## src/inc/fpwp_regs.svh

```systemverilog
/*
 * Register offsets, field positions, reset values and region constants
 * for the flash program data and write-protect block.
 * Assumes an 8-bit AXI4-Lite byte address and 32-bit data.
 */
`ifndef FPWP_REGS_SVH
`define FPWP_REGS_SVH

`define FPWP_OFS_CTRL 8'h00
`define FPWP_OFS_KEY 8'h04
`define FPWP_OFS_TADDR 8'h08
`define FPWP_OFS_DATA0 8'h0C
`define FPWP_OFS_DATA1 8'h10
`define FPWP_OFS_DATA2 8'h14
`define FPWP_OFS_DATA3 8'h18
`define FPWP_OFS_SRC 8'h1C
`define FPWP_OFS_MPROT 8'h20
`define FPWP_OFS_BPROT 8'h24

`define FPWP_CTRL_RUN 15
`define FPWP_CTRL_WEN 14
`define FPWP_CTRL_OP_MSB 3
`define FPWP_CTRL_OP_LSB 0

`define FPWP_MP_UNLOCK 31
`define FPWP_MP_BOUND_MSB 23
`define FPWP_MP_BOUND_LSB 14
`define FPWP_BP_LOW_UNLOCK 15
`define FPWP_BP_LOW_MSB 12
`define FPWP_BP_LOW_LSB 8
`define FPWP_BP_UP_UNLOCK 7
`define FPWP_BP_RSVD 6
`define FPWP_BP_UP_MSB 4
`define FPWP_BP_UP_LSB 0

`define FPWP_RST_WORD 32'h0000_0000
`define FPWP_RST_BOUND 10'h000
`define FPWP_RST_BOOT_PAGES 5'h1F

// Key values are arbitrary
`define FPWP_KEY_FIRST 32'h5A5A_0F0F
`define FPWP_KEY_SECOND 32'hA5A5_F0F0

`define FPWP_MAIN_PREFIX 8'h1D
`define FPWP_BOOT_LOW_TAG 15'h0FE0
`define FPWP_BOOT_UP_TAG 15'h0FE1
`define FPWP_BOOT_PAGES 3'h5

`define FPWP_RESP_OKAY 2'b00
`define FPWP_RESP_SLVERR 2'b10

`endif

```

## src/inc/fpwp_pkg.sv

```systemverilog
/*
 * Types shared by the flash program data and write-protect block.
 * Assumes nothing of its surroundings.
 */
package fpwp_pkg;

	typedef enum logic [3:0] {
		fpwp_op_none = 4'h0,
		fpwp_op_word = 4'h1,
		fpwp_op_quad = 4'h2,
		fpwp_op_row = 4'h3
	} fpwp_op_t;

	typedef enum logic [0:0] {
		fpwp_idle = 1'b0,
		fpwp_busy = 1'b1
	} fpwp_state_t;

endpackage : fpwp_pkg

```

## src/core/fpwp_flash_prog.sv

```systemverilog
/*
 * Flash program data registers, unlock key and page write protection,
 * reached over AXI4-Lite, launching requests to the flash array.
 * Assumes por_n and fl_done are synchronous to aclk; por_n low implies a
 * power-on reset, aresetn low any reset.
 */
`include "fpwp_regs.svh"

// Functional notes
// - Word program writes data word zero to the target address.
// - Quad program writes data words three..zero, word zero lowest.
// - Data and source registers are read/write, cleared only at power-on.
// - Row program fetches data from the source address register.
// - Main unlock bit one allows main protect changes, zero locks them.
// - Main unlock bit is clear-only; only reset sets it again.
// - Main flash below 0x1D prefix plus boundary is program/erase blocked.
// - A zero boundary disables main flash protection entirely.
// - A boundary inside a page protects that whole page and below; the code drops bits 13..0 and protects only the pages below that page.
// - Lower boot unlock bit 15 gates lower page bits; clear-only.
// - Upper boot unlock bit 7 gates upper page bits; clear-only.
// - Lower boot bits 8..12 each guard one 16 KB page.
// - Upper boot bits 0..4 each guard one 16 KB page.
// - Boot page bits change only after key and with unlock bit set.
// - Boot protect bit 6 is reserved and reads one.
// - Operation codes: none 0000, word 0001, quad 0010, row 0011.
// - Key register is write-only and always reads zero.
// - Run bit sets only with write enable and key; software cannot clear.
module fpwp_flash_prog (
	input wire logic aclk,
	input wire logic aresetn,
	input wire logic por_n,
	input wire logic [7:0] awaddr,
	input wire logic awvalid,
	output logic awready,
	input wire logic [31:0] wdata,
	input wire logic [3:0] wstrb,
	input wire logic wvalid,
	output logic wready,
	output logic [1:0] bresp,
	output logic bvalid,
	input wire logic bready,
	input wire logic [7:0] araddr,
	input wire logic arvalid,
	output logic arready,
	output logic [31:0] rdata,
	output logic [1:0] rresp,
	output logic rvalid,
	input wire logic rready,
	output logic fl_req,
	output logic [3:0] fl_op,
	output logic [31:0] fl_addr,
	output logic [127:0] fl_wdata,
	output logic [31:0] fl_src_addr,
	output logic fl_blocked,
	input wire logic fl_done
);
	// Bus state
	logic aw_have_q, aw_have_d, w_have_q, w_have_d;
	logic [7:0] aw_addr_q, aw_addr_d;
	logic [31:0] w_data_q, w_data_d;
	logic [3:0] w_strb_q, w_strb_d;
	logic bvalid_q, bvalid_d, rvalid_q, rvalid_d;
	logic [1:0] bresp_q, bresp_d, rresp_q, rresp_d;
	logic [31:0] rdata_q, rdata_d;
	// Register state
	logic [3:0] op_q, op_d;
	logic wen_q, wen_d;
	logic key_stage_q, key_stage_d, unlocked_q, unlocked_d;
	logic [31:0] taddr_q, taddr_d, src_q, src_d;
	logic [31:0] data_q [4];
	logic [31:0] data_d [4];
	logic mp_unlock_q, mp_unlock_d, lb_unlock_q, lb_unlock_d;
	logic ub_unlock_q, ub_unlock_d;
	logic [9:0] mp_bound_q, mp_bound_d;
	logic [4:0] lb_prot_q, lb_prot_d, ub_prot_q, ub_prot_d;
	// Flash request state
	fpwp_pkg::fpwp_state_t state_q, state_d;
	logic [3:0] fl_op_q, fl_op_d;
	logic [31:0] fl_addr_q, fl_addr_d, fl_src_q, fl_src_d;
	logic [127:0] fl_wdata_q, fl_wdata_d;
	logic fl_blocked_q, fl_blocked_d;
	// Decode helpers
	logic do_wr, go, main_hit, boot_hit;
	logic [31:0] wd, cur, rd_val;
	logic rd_ok;
	logic [23:0] bound_full;

	function automatic logic [31:0] merge(input logic [31:0] old,
		input logic [31:0] nw, input logic [3:0] strb);
		logic [31:0] res;
		res = old;
		for (int i = 0; i < 4; i++) begin
			if (strb[i]) begin
				res[i*8 +: 8] = nw[i*8 +: 8];
			end
		end
		return res;
	endfunction : merge

	assign bound_full = {mp_bound_q, 14'h0000};

	fpwp_page_guard u_guard (
		.addr(taddr_q),
		.bound(bound_full),
		.low_prot(lb_prot_q),
		.up_prot(ub_prot_q),
		.main_hit(main_hit),
		.boot_hit(boot_hit)
	);

	assign awready = !aw_have_q && !bvalid_q;
	assign wready = !w_have_q && !bvalid_q;
	assign arready = !rvalid_q;
	assign bvalid = bvalid_q;
	assign bresp = bresp_q;
	assign rvalid = rvalid_q;
	assign rdata = rdata_q;
	assign rresp = rresp_q;
	assign fl_req = (state_q == fpwp_pkg::fpwp_busy);
	assign fl_op = fl_op_q;
	assign fl_addr = fl_addr_q;
	assign fl_wdata = fl_wdata_q;
	assign fl_src_addr = fl_src_q;
	assign fl_blocked = fl_blocked_q;
	assign do_wr = aw_have_q && w_have_q && !bvalid_q;

	// Read view of every register
	always_comb begin
		rd_ok = 1'b1;
		case (araddr)
			`FPWP_OFS_CTRL: rd_val = {16'h0000, fl_req, wen_q, 10'h000, op_q};
			`FPWP_OFS_KEY: rd_val = 32'h0000_0000;
			`FPWP_OFS_TADDR: rd_val = taddr_q;
			`FPWP_OFS_DATA0: rd_val = data_q[0];
			`FPWP_OFS_DATA1: rd_val = data_q[1];
			`FPWP_OFS_DATA2: rd_val = data_q[2];
			`FPWP_OFS_DATA3: rd_val = data_q[3];
			`FPWP_OFS_SRC: rd_val = src_q;
			`FPWP_OFS_MPROT: rd_val = {mp_unlock_q, 7'h00, bound_full};
			`FPWP_OFS_BPROT: rd_val = {16'h0000, lb_unlock_q, 2'b00,
				lb_prot_q, ub_unlock_q, 1'b1, 1'b0, ub_prot_q};
			default: begin
				rd_val = 32'h0000_0000;
				rd_ok = 1'b0;
			end
		endcase
	end

	always_comb begin
		aw_have_d = aw_have_q;
		aw_addr_d = aw_addr_q;
		w_have_d = w_have_q;
		w_data_d = w_data_q;
		w_strb_d = w_strb_q;
		bvalid_d = bvalid_q && !bready;
		bresp_d = bresp_q;
		rvalid_d = rvalid_q && !rready;
		rdata_d = rdata_q;
		rresp_d = rresp_q;
		op_d = op_q;
		wen_d = wen_q;
		key_stage_d = key_stage_q;
		unlocked_d = unlocked_q;
		taddr_d = taddr_q;
		src_d = src_q;
		data_d = data_q;
		mp_unlock_d = mp_unlock_q;
		mp_bound_d = mp_bound_q;
		lb_unlock_d = lb_unlock_q;
		lb_prot_d = lb_prot_q;
		ub_unlock_d = ub_unlock_q;
		ub_prot_d = ub_prot_q;
		state_d = state_q;
		fl_op_d = fl_op_q;
		fl_addr_d = fl_addr_q;
		fl_src_d = fl_src_q;
		fl_wdata_d = fl_wdata_q;
		fl_blocked_d = 1'b0;
		go = 1'b0;
		cur = 32'h0000_0000;
		if (awvalid && awready) begin
			aw_have_d = 1'b1;
			aw_addr_d = awaddr;
		end
		if (wvalid && wready) begin
			w_have_d = 1'b1;
			w_data_d = wdata;
			w_strb_d = wstrb;
		end
		if (arvalid && arready) begin
			rvalid_d = 1'b1;
			rdata_d = rd_val;
			rresp_d = rd_ok ? `FPWP_RESP_OKAY : `FPWP_RESP_SLVERR;
		end
		case (aw_addr_q)
			`FPWP_OFS_TADDR: cur = taddr_q;
			`FPWP_OFS_DATA0: cur = data_q[0];
			`FPWP_OFS_DATA1: cur = data_q[1];
			`FPWP_OFS_DATA2: cur = data_q[2];
			`FPWP_OFS_DATA3: cur = data_q[3];
			`FPWP_OFS_SRC: cur = src_q;
			default: cur = 32'h0000_0000;
		endcase
		wd = merge(cur, w_data_q, w_strb_q);
		if (do_wr) begin
			aw_have_d = 1'b0;
			w_have_d = 1'b0;
			bvalid_d = 1'b1;
			bresp_d = `FPWP_RESP_OKAY;
			// Every write spends the unlock; only the second key sets it again
			key_stage_d = 1'b0;
			unlocked_d = 1'b0;
			case (aw_addr_q)
				`FPWP_OFS_CTRL: begin
					if (!wen_q) begin
						op_d = wd[`FPWP_CTRL_OP_MSB:`FPWP_CTRL_OP_LSB];
					end
					wen_d = wd[`FPWP_CTRL_WEN];
					go = wd[`FPWP_CTRL_RUN] && wen_q && unlocked_q
						&& (state_q == fpwp_pkg::fpwp_idle);
				end
				`FPWP_OFS_KEY: begin
					if (w_data_q == `FPWP_KEY_FIRST) begin
						key_stage_d = 1'b1;
					end else if (key_stage_q && w_data_q == `FPWP_KEY_SECOND) begin
						unlocked_d = 1'b1;
					end
				end
				`FPWP_OFS_TADDR: taddr_d = wd;
				`FPWP_OFS_DATA0: data_d[0] = wd;
				`FPWP_OFS_DATA1: data_d[1] = wd;
				`FPWP_OFS_DATA2: data_d[2] = wd;
				`FPWP_OFS_DATA3: data_d[3] = wd;
				`FPWP_OFS_SRC: src_d = wd;
				`FPWP_OFS_MPROT: begin
					if (unlocked_q && mp_unlock_q) begin
						mp_bound_d = wd[`FPWP_MP_BOUND_MSB:`FPWP_MP_BOUND_LSB];
						mp_unlock_d = wd[`FPWP_MP_UNLOCK];
					end
				end
				`FPWP_OFS_BPROT: begin
					if (unlocked_q && lb_unlock_q) begin
						lb_prot_d = wd[`FPWP_BP_LOW_MSB:`FPWP_BP_LOW_LSB];
						lb_unlock_d = wd[`FPWP_BP_LOW_UNLOCK];
					end
					if (unlocked_q && ub_unlock_q) begin
						ub_prot_d = wd[`FPWP_BP_UP_MSB:`FPWP_BP_UP_LSB];
						ub_unlock_d = wd[`FPWP_BP_UP_UNLOCK];
					end
				end
				default: bresp_d = `FPWP_RESP_SLVERR;
			endcase
		end
		case (state_q)
			fpwp_pkg::fpwp_idle: begin
				if (go && op_q != fpwp_pkg::fpwp_op_none) begin
					if (main_hit || boot_hit) begin
						fl_blocked_d = 1'b1;
					end else begin
						state_d = fpwp_pkg::fpwp_busy;
						fl_op_d = op_q;
						fl_addr_d = taddr_q;
						fl_src_d = src_q;
						if (op_q == fpwp_pkg::fpwp_op_word) begin
							fl_wdata_d = {96'h0, data_q[0]};
						end else begin
							fl_wdata_d = {data_q[3], data_q[2], data_q[1],
								data_q[0]};
						end
					end
				end
			end
			fpwp_pkg::fpwp_busy: begin
				if (fl_done) begin
					state_d = fpwp_pkg::fpwp_idle;
				end
			end
			default: state_d = fpwp_pkg::fpwp_idle;
		endcase
	end

	// Bus and request state follow every reset
	always_ff @(posedge aclk) begin
		if (!aresetn || !por_n) begin
			aw_have_q <= 1'b0;
			aw_addr_q <= 8'h00;
			w_have_q <= 1'b0;
			w_data_q <= `FPWP_RST_WORD;
			w_strb_q <= 4'h0;
			bvalid_q <= 1'b0;
			bresp_q <= `FPWP_RESP_OKAY;
			rvalid_q <= 1'b0;
			rdata_q <= `FPWP_RST_WORD;
			rresp_q <= `FPWP_RESP_OKAY;
			key_stage_q <= 1'b0;
			unlocked_q <= 1'b0;
			state_q <= fpwp_pkg::fpwp_idle;
			fl_op_q <= 4'h0;
			fl_addr_q <= `FPWP_RST_WORD;
			fl_src_q <= `FPWP_RST_WORD;
			fl_wdata_q <= 128'h0;
			fl_blocked_q <= 1'b0;
		end else begin
			aw_have_q <= aw_have_d;
			aw_addr_q <= aw_addr_d;
			w_have_q <= w_have_d;
			w_data_q <= w_data_d;
			w_strb_q <= w_strb_d;
			bvalid_q <= bvalid_d;
			bresp_q <= bresp_d;
			rvalid_q <= rvalid_d;
			rdata_q <= rdata_d;
			rresp_q <= rresp_d;
			key_stage_q <= key_stage_d;
			unlocked_q <= unlocked_d;
			state_q <= state_d;
			fl_op_q <= fl_op_d;
			fl_addr_q <= fl_addr_d;
			fl_src_q <= fl_src_d;
			fl_wdata_q <= fl_wdata_d;
			fl_blocked_q <= fl_blocked_d;
		end
	end

	// Contents cleared by power-on only; other resets hold them
	always_ff @(posedge aclk) begin
		if (!por_n) begin
			op_q <= 4'h0;
			wen_q <= 1'b0;
			taddr_q <= `FPWP_RST_WORD;
			src_q <= `FPWP_RST_WORD;
			data_q <= '{default: `FPWP_RST_WORD};
			mp_bound_q <= `FPWP_RST_BOUND;
			lb_prot_q <= `FPWP_RST_BOOT_PAGES;
			ub_prot_q <= `FPWP_RST_BOOT_PAGES;
		end else begin
			op_q <= op_d;
			wen_q <= wen_d;
			taddr_q <= taddr_d;
			src_q <= src_d;
			data_q <= data_d;
			mp_bound_q <= mp_bound_d;
			lb_prot_q <= lb_prot_d;
			ub_prot_q <= ub_prot_d;
		end
	end

	// Unlock bits are set by any reset
	always_ff @(posedge aclk) begin
		if (!aresetn || !por_n) begin
			mp_unlock_q <= 1'b1;
			lb_unlock_q <= 1'b1;
			ub_unlock_q <= 1'b1;
		end else begin
			mp_unlock_q <= mp_unlock_d && mp_unlock_q;
			lb_unlock_q <= lb_unlock_d && lb_unlock_q;
			ub_unlock_q <= ub_unlock_d && ub_unlock_q;
		end
	end
endmodule : fpwp_flash_prog

```

## src/core/fpwp_page_guard.sv

```systemverilog
/*
 * Decides whether a physical flash address lies in a write-protected page.
 * Assumes 16 KB pages and boundary bits below the page index read as zero.
 */
`include "fpwp_regs.svh"

module fpwp_page_guard (
	input wire logic [31:0] addr,
	input wire logic [23:0] bound,
	input wire logic [4:0] low_prot,
	input wire logic [4:0] up_prot,
	output logic main_hit,
	output logic boot_hit
);
	logic [23:0] last_prot;
	logic [2:0] page;

	always_comb begin
		last_prot = bound - 24'h00_0001;
		page = addr[16:14];
		// Page holding the byte just below the boundary and all below it
		main_hit = (addr[31:24] == `FPWP_MAIN_PREFIX) && (bound != 24'h00_0000)
			&& (addr[23:14] <= last_prot[23:14]);
		boot_hit = 1'b0;
		if (page < `FPWP_BOOT_PAGES) begin
			if (addr[31:17] == `FPWP_BOOT_LOW_TAG) begin
				boot_hit = low_prot[page];
			end else if (addr[31:17] == `FPWP_BOOT_UP_TAG) begin
				boot_hit = up_prot[page];
			end
		end
	end

endmodule : fpwp_page_guard

```

## config.mk

```make
export PLATFORM = sky130hd
export DESIGN_NAME = fpwp_flash_prog
export DESIGN_NICKNAME = d
export VERILOG_FILES = /design/src/inc/fpwp_pkg.sv /design/src/core/fpwp_flash_prog.sv /design/src/core/fpwp_page_guard.sv
export VERILOG_INCLUDE_DIRS = /design/src /design/src/inc
export SDC_FILE = /design/constraint.sdc
export NUM_CORES = 1
export LEC_CHECK = 0
export ABC_AREA = 1
export BUFFER_PORTS_ARGS = -buffer_cell sky130_fd_sc_hd__buf_4
export CORE_MARGIN = 2
export CORE_UTILIZATION = 50
export DETAILED_ROUTE_END_ITERATION = 16
export PLACE_DENSITY = 0.7
export SETUP_SLACK_MARGIN = 0.2
export SYNTH_ARGS = -nofsm -noshare
export SYNTH_HDL_FRONTEND = slang
export SYNTH_SLANG_ARGS = --single-unit
export TNS_END_PERCENT = 20
```

## constraint.sdc

```tcl
create_clock -name aclk -period 6.9 [get_ports aclk]
set_input_delay 0.345 -clock aclk [delete_from_list [all_inputs] [get_ports aclk]]
set_output_delay 0.345 -clock aclk [all_outputs]
set_load 0.1 [all_outputs]
```

==> impl_metrics.prom <==
# TYPE chip_impl_metric gauge
chip_impl_info{name="status",value="finished with violations"} 1
chip_impl_info{name="violations",value="negative hold slack"} 1
chip_impl_metric{name="clockBufferDepth",unit=""} 3
chip_impl_metric{name="clock_skew",unit="ps"} 19.8
chip_impl_metric{name="fin_setup_tns",unit="ps"} 0
chip_impl_metric{name="internal-power",unit="mW"} 4.69
chip_impl_metric{name="crit_path_max_fanout",unit=""} 70
chip_impl_metric{name="cts_inserted_buffers",unit=""} 53
chip_impl_metric{name="worst_setup_hold_path_clk_slew",unit="ps"} 60
chip_impl_metric{name="fp-row-count",unit=""} 80
chip_impl_metric{name="grt_use_total",unit=""} 0.360
chip_impl_metric{name="gp_routability_congestion",unit=""} 1.02
chip_impl_metric{name="worst-endpoint-arrival",unit="ps"} 4560
chip_impl_metric{name="power.net_switching",unit="mW"} 1.40
chip_impl_metric{name="drc",unit=""} 0
chip_impl_metric{name="power.total",unit="mW"} 6.09
chip_impl_metric{name="finalCoreUtilization",unit=""} 0.593
chip_impl_metric{name="core",unit="mm2"} 0.0474
chip_impl_metric{name="dr_total_vias",unit=""} 24927
chip_impl_info{name="cp-end-kind",value="flip-flop"} 1
chip_impl_info{name="timing.critical_path.cells",value="inv_1 > ha_1 > nand3_1 > nor2_1 > nand2_1 > xor2_1 > inv_1 > ha_1 > nand2_1 > nor2_1 > nand3_1 > nand3_1 > nand2_1 > nand2_1 > nand2_1 > nor2_4 > buf_4 > nand2_1 > nand2_1 > nor2_1"} 1
chip_impl_metric{name="overflow",unit=""} 0
chip_impl_metric{name="synthesis.yosys.warnings",unit=""} 0
chip_impl_info{name="final_common_cell",value="nand2_1"} 1
chip_impl_metric{name="vdd_ir_drop_max",unit="mV"} 0.152
chip_impl_metric{name="initial_drt_pass_iterations",unit=""} 7
chip_impl_metric{name="synthAdderAreaFrac",unit=""} 0.00577
chip_impl_metric{name="fmax",unit="MHz"} 246
chip_impl_metric{name="synth_area",unit="mm2"} 0.0239
chip_impl_metric{name="yosysTopAreaCellShare",unit=""} 0.421
chip_impl_metric{name="place_hpwl",unit="um"} 65600
chip_impl_metric{name="antenna_found_initial",unit=""} 0
chip_impl_metric{name="holdWs",unit="ps"} -2.63
chip_impl_info{name="setup.worst_path.start_class",value="flip-flop"} 1
chip_impl_metric{name="critPathRequiredTime",unit="ps"} 7400
chip_impl_metric{name="synth_cell_type_count",unit=""} 40
chip_impl_metric{name="viasPerCell",unit=""} 5.54
chip_impl_metric{name="synth.mux.area_fraction",unit=""} 0
chip_impl_metric{name="hold_viol_final",unit=""} 1
chip_impl_metric{name="worstSkewPairLatency",unit="ps"} 630
chip_impl_metric{name="maximum_number_of_pins_on_one_net_before_global_route_repair",unit=""} 121
chip_impl_metric{name="synth_compound_gate_area_share",unit=""} 0.138
chip_impl_info{name="yosysTopAreaCell",value="dfxtp_1"} 1
chip_impl_info{name="rsz0062_at_grt",value="false"} 1
chip_impl_info{name="clockRootBuffer",value="clkbuf_16"} 1
chip_impl_metric{name="power-per-cell-area",unit="mW/mm2"} 216
chip_impl_metric{name="antennaDiodeCount",unit=""} 0
chip_impl_metric{name="synth_xor_area_frac",unit=""} 0.00294
chip_impl_metric{name="sequentialPowerShare",unit=""} 0.481
chip_impl_metric{name="critical_path.max_stage_delay",unit="ps"} 750
chip_impl_metric{name="port_buffers",unit=""} 297
chip_impl_info{name="tritoncts",value="done"} 1
chip_impl_info{name="crit_family",value="simple AND/OR/NAND/NOR gates"} 1
chip_impl_metric{name="die_height",unit="um"} 222
chip_impl_metric{name="synthesis.instances",unit=""} 3656
chip_impl_info{name="crit_path_top_delay_cell",value="nor2_4"} 1
chip_impl_metric{name="grt_pass1_wl",unit="um"} 136000
chip_impl_metric{name="htree_num_levels",unit=""} 2
chip_impl_metric{name="pwr-share-clk",unit=""} 0.482
chip_impl_metric{name="wirelength",unit="um"} 92000
chip_impl_metric{name="initial_core_util",unit=""} 0.503
chip_impl_metric{name="cts.repair_timing.setup_buffer_count",unit=""} 0
chip_impl_info{name="final_cell_mix",value="884 x nand2_1, 544 x nor2_1, 502 x dfxtp_1"} 1
chip_impl_metric{name="seq_total_area_yosys",unit=""} 0.421
chip_impl_metric{name="pins_over_slew_limit",unit=""} 0
chip_impl_metric{name="cap_violations",unit=""} 0
chip_impl_metric{name="worst_slew_pin_slew",unit="ps"} 1220
chip_impl_metric{name="fin_crit",unit="ps"} 4060
chip_impl_info{name="synthTopCellsByArea",value="dfxtp_1 42%, nand2_1 14%, nor2_1 8.7%, inv_1 7.5%, a21oi_1 6.3%"} 1
chip_impl_metric{name="yosys.area_share.simple",unit=""} 0.314
chip_impl_metric{name="final-setup-viol-count",unit=""} 0
chip_impl_metric{name="cp.buffers_inverters",unit=""} 3
chip_impl_metric{name="gate_power_share",unit=""} 0.037
chip_impl_metric{name="vias_in_the_first_global_route",unit=""} 22721
chip_impl_metric{name="nets",unit=""} 3912
chip_impl_metric{name="dieArea",unit="mm2"} 0.0495
chip_impl_info{name="synth_top_family_by_area",value="simple AND/OR/NAND/NOR gates"} 1
chip_impl_info{name="worstSetupPathType",value="flip-flop to flip-flop"} 1
chip_impl_info{name="worstHoldPathType",value="input pin to flip-flop"} 1
chip_impl_metric{name="timing.slew.headroom",unit=""} 0.184
chip_impl_metric{name="syn_avg_cell_area",unit="um2"} 6.53
chip_impl_metric{name="floorplan.io_pins",unit=""} 300
chip_impl_metric{name="fp.dieW",unit="um"} 222
chip_impl_metric{name="ys_seq_elements",unit=""} 502
chip_impl_metric{name="number_of_synthesized_flops_with_an_enable_pin",unit=""} 0
chip_impl_metric{name="clock-sinks",unit=""} 502
chip_impl_metric{name="layout-drive-gt1-share",unit=""} 0.115
chip_impl_metric{name="antenna_violating_nets_post_route",unit=""} 0
chip_impl_info{name="yosys_most_used_dff",value="dfxtp_1"} 1
chip_impl_metric{name="async_reset_ff_frac",unit=""} 0
chip_impl_info{name="cp_common_cell",value="nand2_1"} 1
chip_impl_metric{name="p_leak",unit="nW"} 12.4
chip_impl_metric{name="finalCritPeriodShare",unit=""} 0.588
chip_impl_metric{name="initialDrtViolationCount",unit=""} 2891
chip_impl_metric{name="power_switching_share",unit=""} 0.230
chip_impl_metric{name="routed_wire_length_per_instance",unit="um"} 20.5
chip_impl_metric{name="area_growth_syn_to_layout",unit="%"} 17.8
==> power by group through the flow <==
| stage | registers [mW] | logic, mW | clock network [mW] |
|---|---|---|---|
| after floorplan | 2.99 | 0.135 | 0 |
| after global placement | 2.99 | 0.213 | 0 |
| after detailed placement | 2.99 | 0.214 | 0 |
| after CTS | 2.93 | 0.219 | 2.94 |
| after global routing | 2.93 | 0.241 | 3.07 |
| final | 2.93 | 0.224 | 2.94 |
==> timing repair <==
| action | in CTS | in global routing |
|---|---|---|
| resized for setup | 0 | 0 |
| hold buffers | 10 | 0 |
| endpoints found under the hold margin | 10 | 0 |
| setup endpoints to repair | 0 | 0 |
==> cells in the mapped netlist (all sizes together), types with 11 or more instances <==
cell type,instances
o21bai,64
nor3,73
nand4,16
ha,11
inv,491
dfxtp,502
a21oi,298
nor2,557
o21ai,67
nand3,283
nor4,14
nand2,890
clkbuf,141
buf,72
o22ai,148
==> metrics by stage <==
step	instance area [um2]	setup slack, ps	cells	hold slack [ps]
global placement	26300	3020	4390	442
finish	28100	2840	4496	-2.63
floorplan	23900	3710	3657	419
detailed placement	26300	2940	4390	437
CTS	28100	2920	4496	0.168
global route	28100	2440	4496	24.4
==> tightest hold or removal path, delay by kind of cell <==
| kind | cells | cell delay, ps |
|---|---|---|
| buffers and inverters | 1 | 70 |
| AO/OA/AOI/OAI | 1 | 70 |
| AND/OR/NAND/NOR | 1 | 90 |
==> path summary, 6_finish.rpt <==
path                 start      endpoint  slack (ps)  cells past startpoint
max          mp_bound_q[0]  fl_wdata[28]        2840                     20
min reg2reg    ub_unlock_q   ub_unlock_q         450                      2
min              wdata[26]  w_data_q[26]          -3                      3
max reg2reg  mp_bound_q[0]  fl_wdata[28]        2840                     20
==> kinds of logic (layout without fill, tap and decap cells) <==
logic type               after synthesis  count (layout)
AO/OA/AOI/OAI                        586             586
XOR/XNOR                               8               8
adder cells (fa/ha/maj)               11              11
buffers and inverters                709             933
flip-flops                           502             502
other                                  1               2
AND/OR/NAND/NOR                     1839            1839
==> state kept, by name, summed over array words and instances (netlist names), 4 cells and up <==
register	count
aw_addr_q	8
data_q	128
fl_addr	32
fl_op	4
fl_src_addr	32
fl_wdata	128
lb_prot_q	5
mp_bound_q	10
op_q	4
rdata	32
src_q	32
taddr_q	32
ub_prot_q	5
w_data_q	32
w_strb_q	4
==> final cells by class <==
class,count,area (um2)
Inverter,496,1870
Clock inverter,11,159
Sequential cell,502,10000
Tap cell,615,769
Timing Repair Buffer,341,2580
Multi-Input combinational cell,2446,11100
Clock buffer,85,1590
Fill cell,4667,19300
==> layer usage <==
metal  track usage  vias up  share of wire
met5             0        -              0
met4         0.253        0          0.076
met3        0.0600      325          0.088
met2         0.583     1343           0.46
met1         0.437    11329           0.38
li1              -    11930              -
Power figures use the tool's default switching activity.
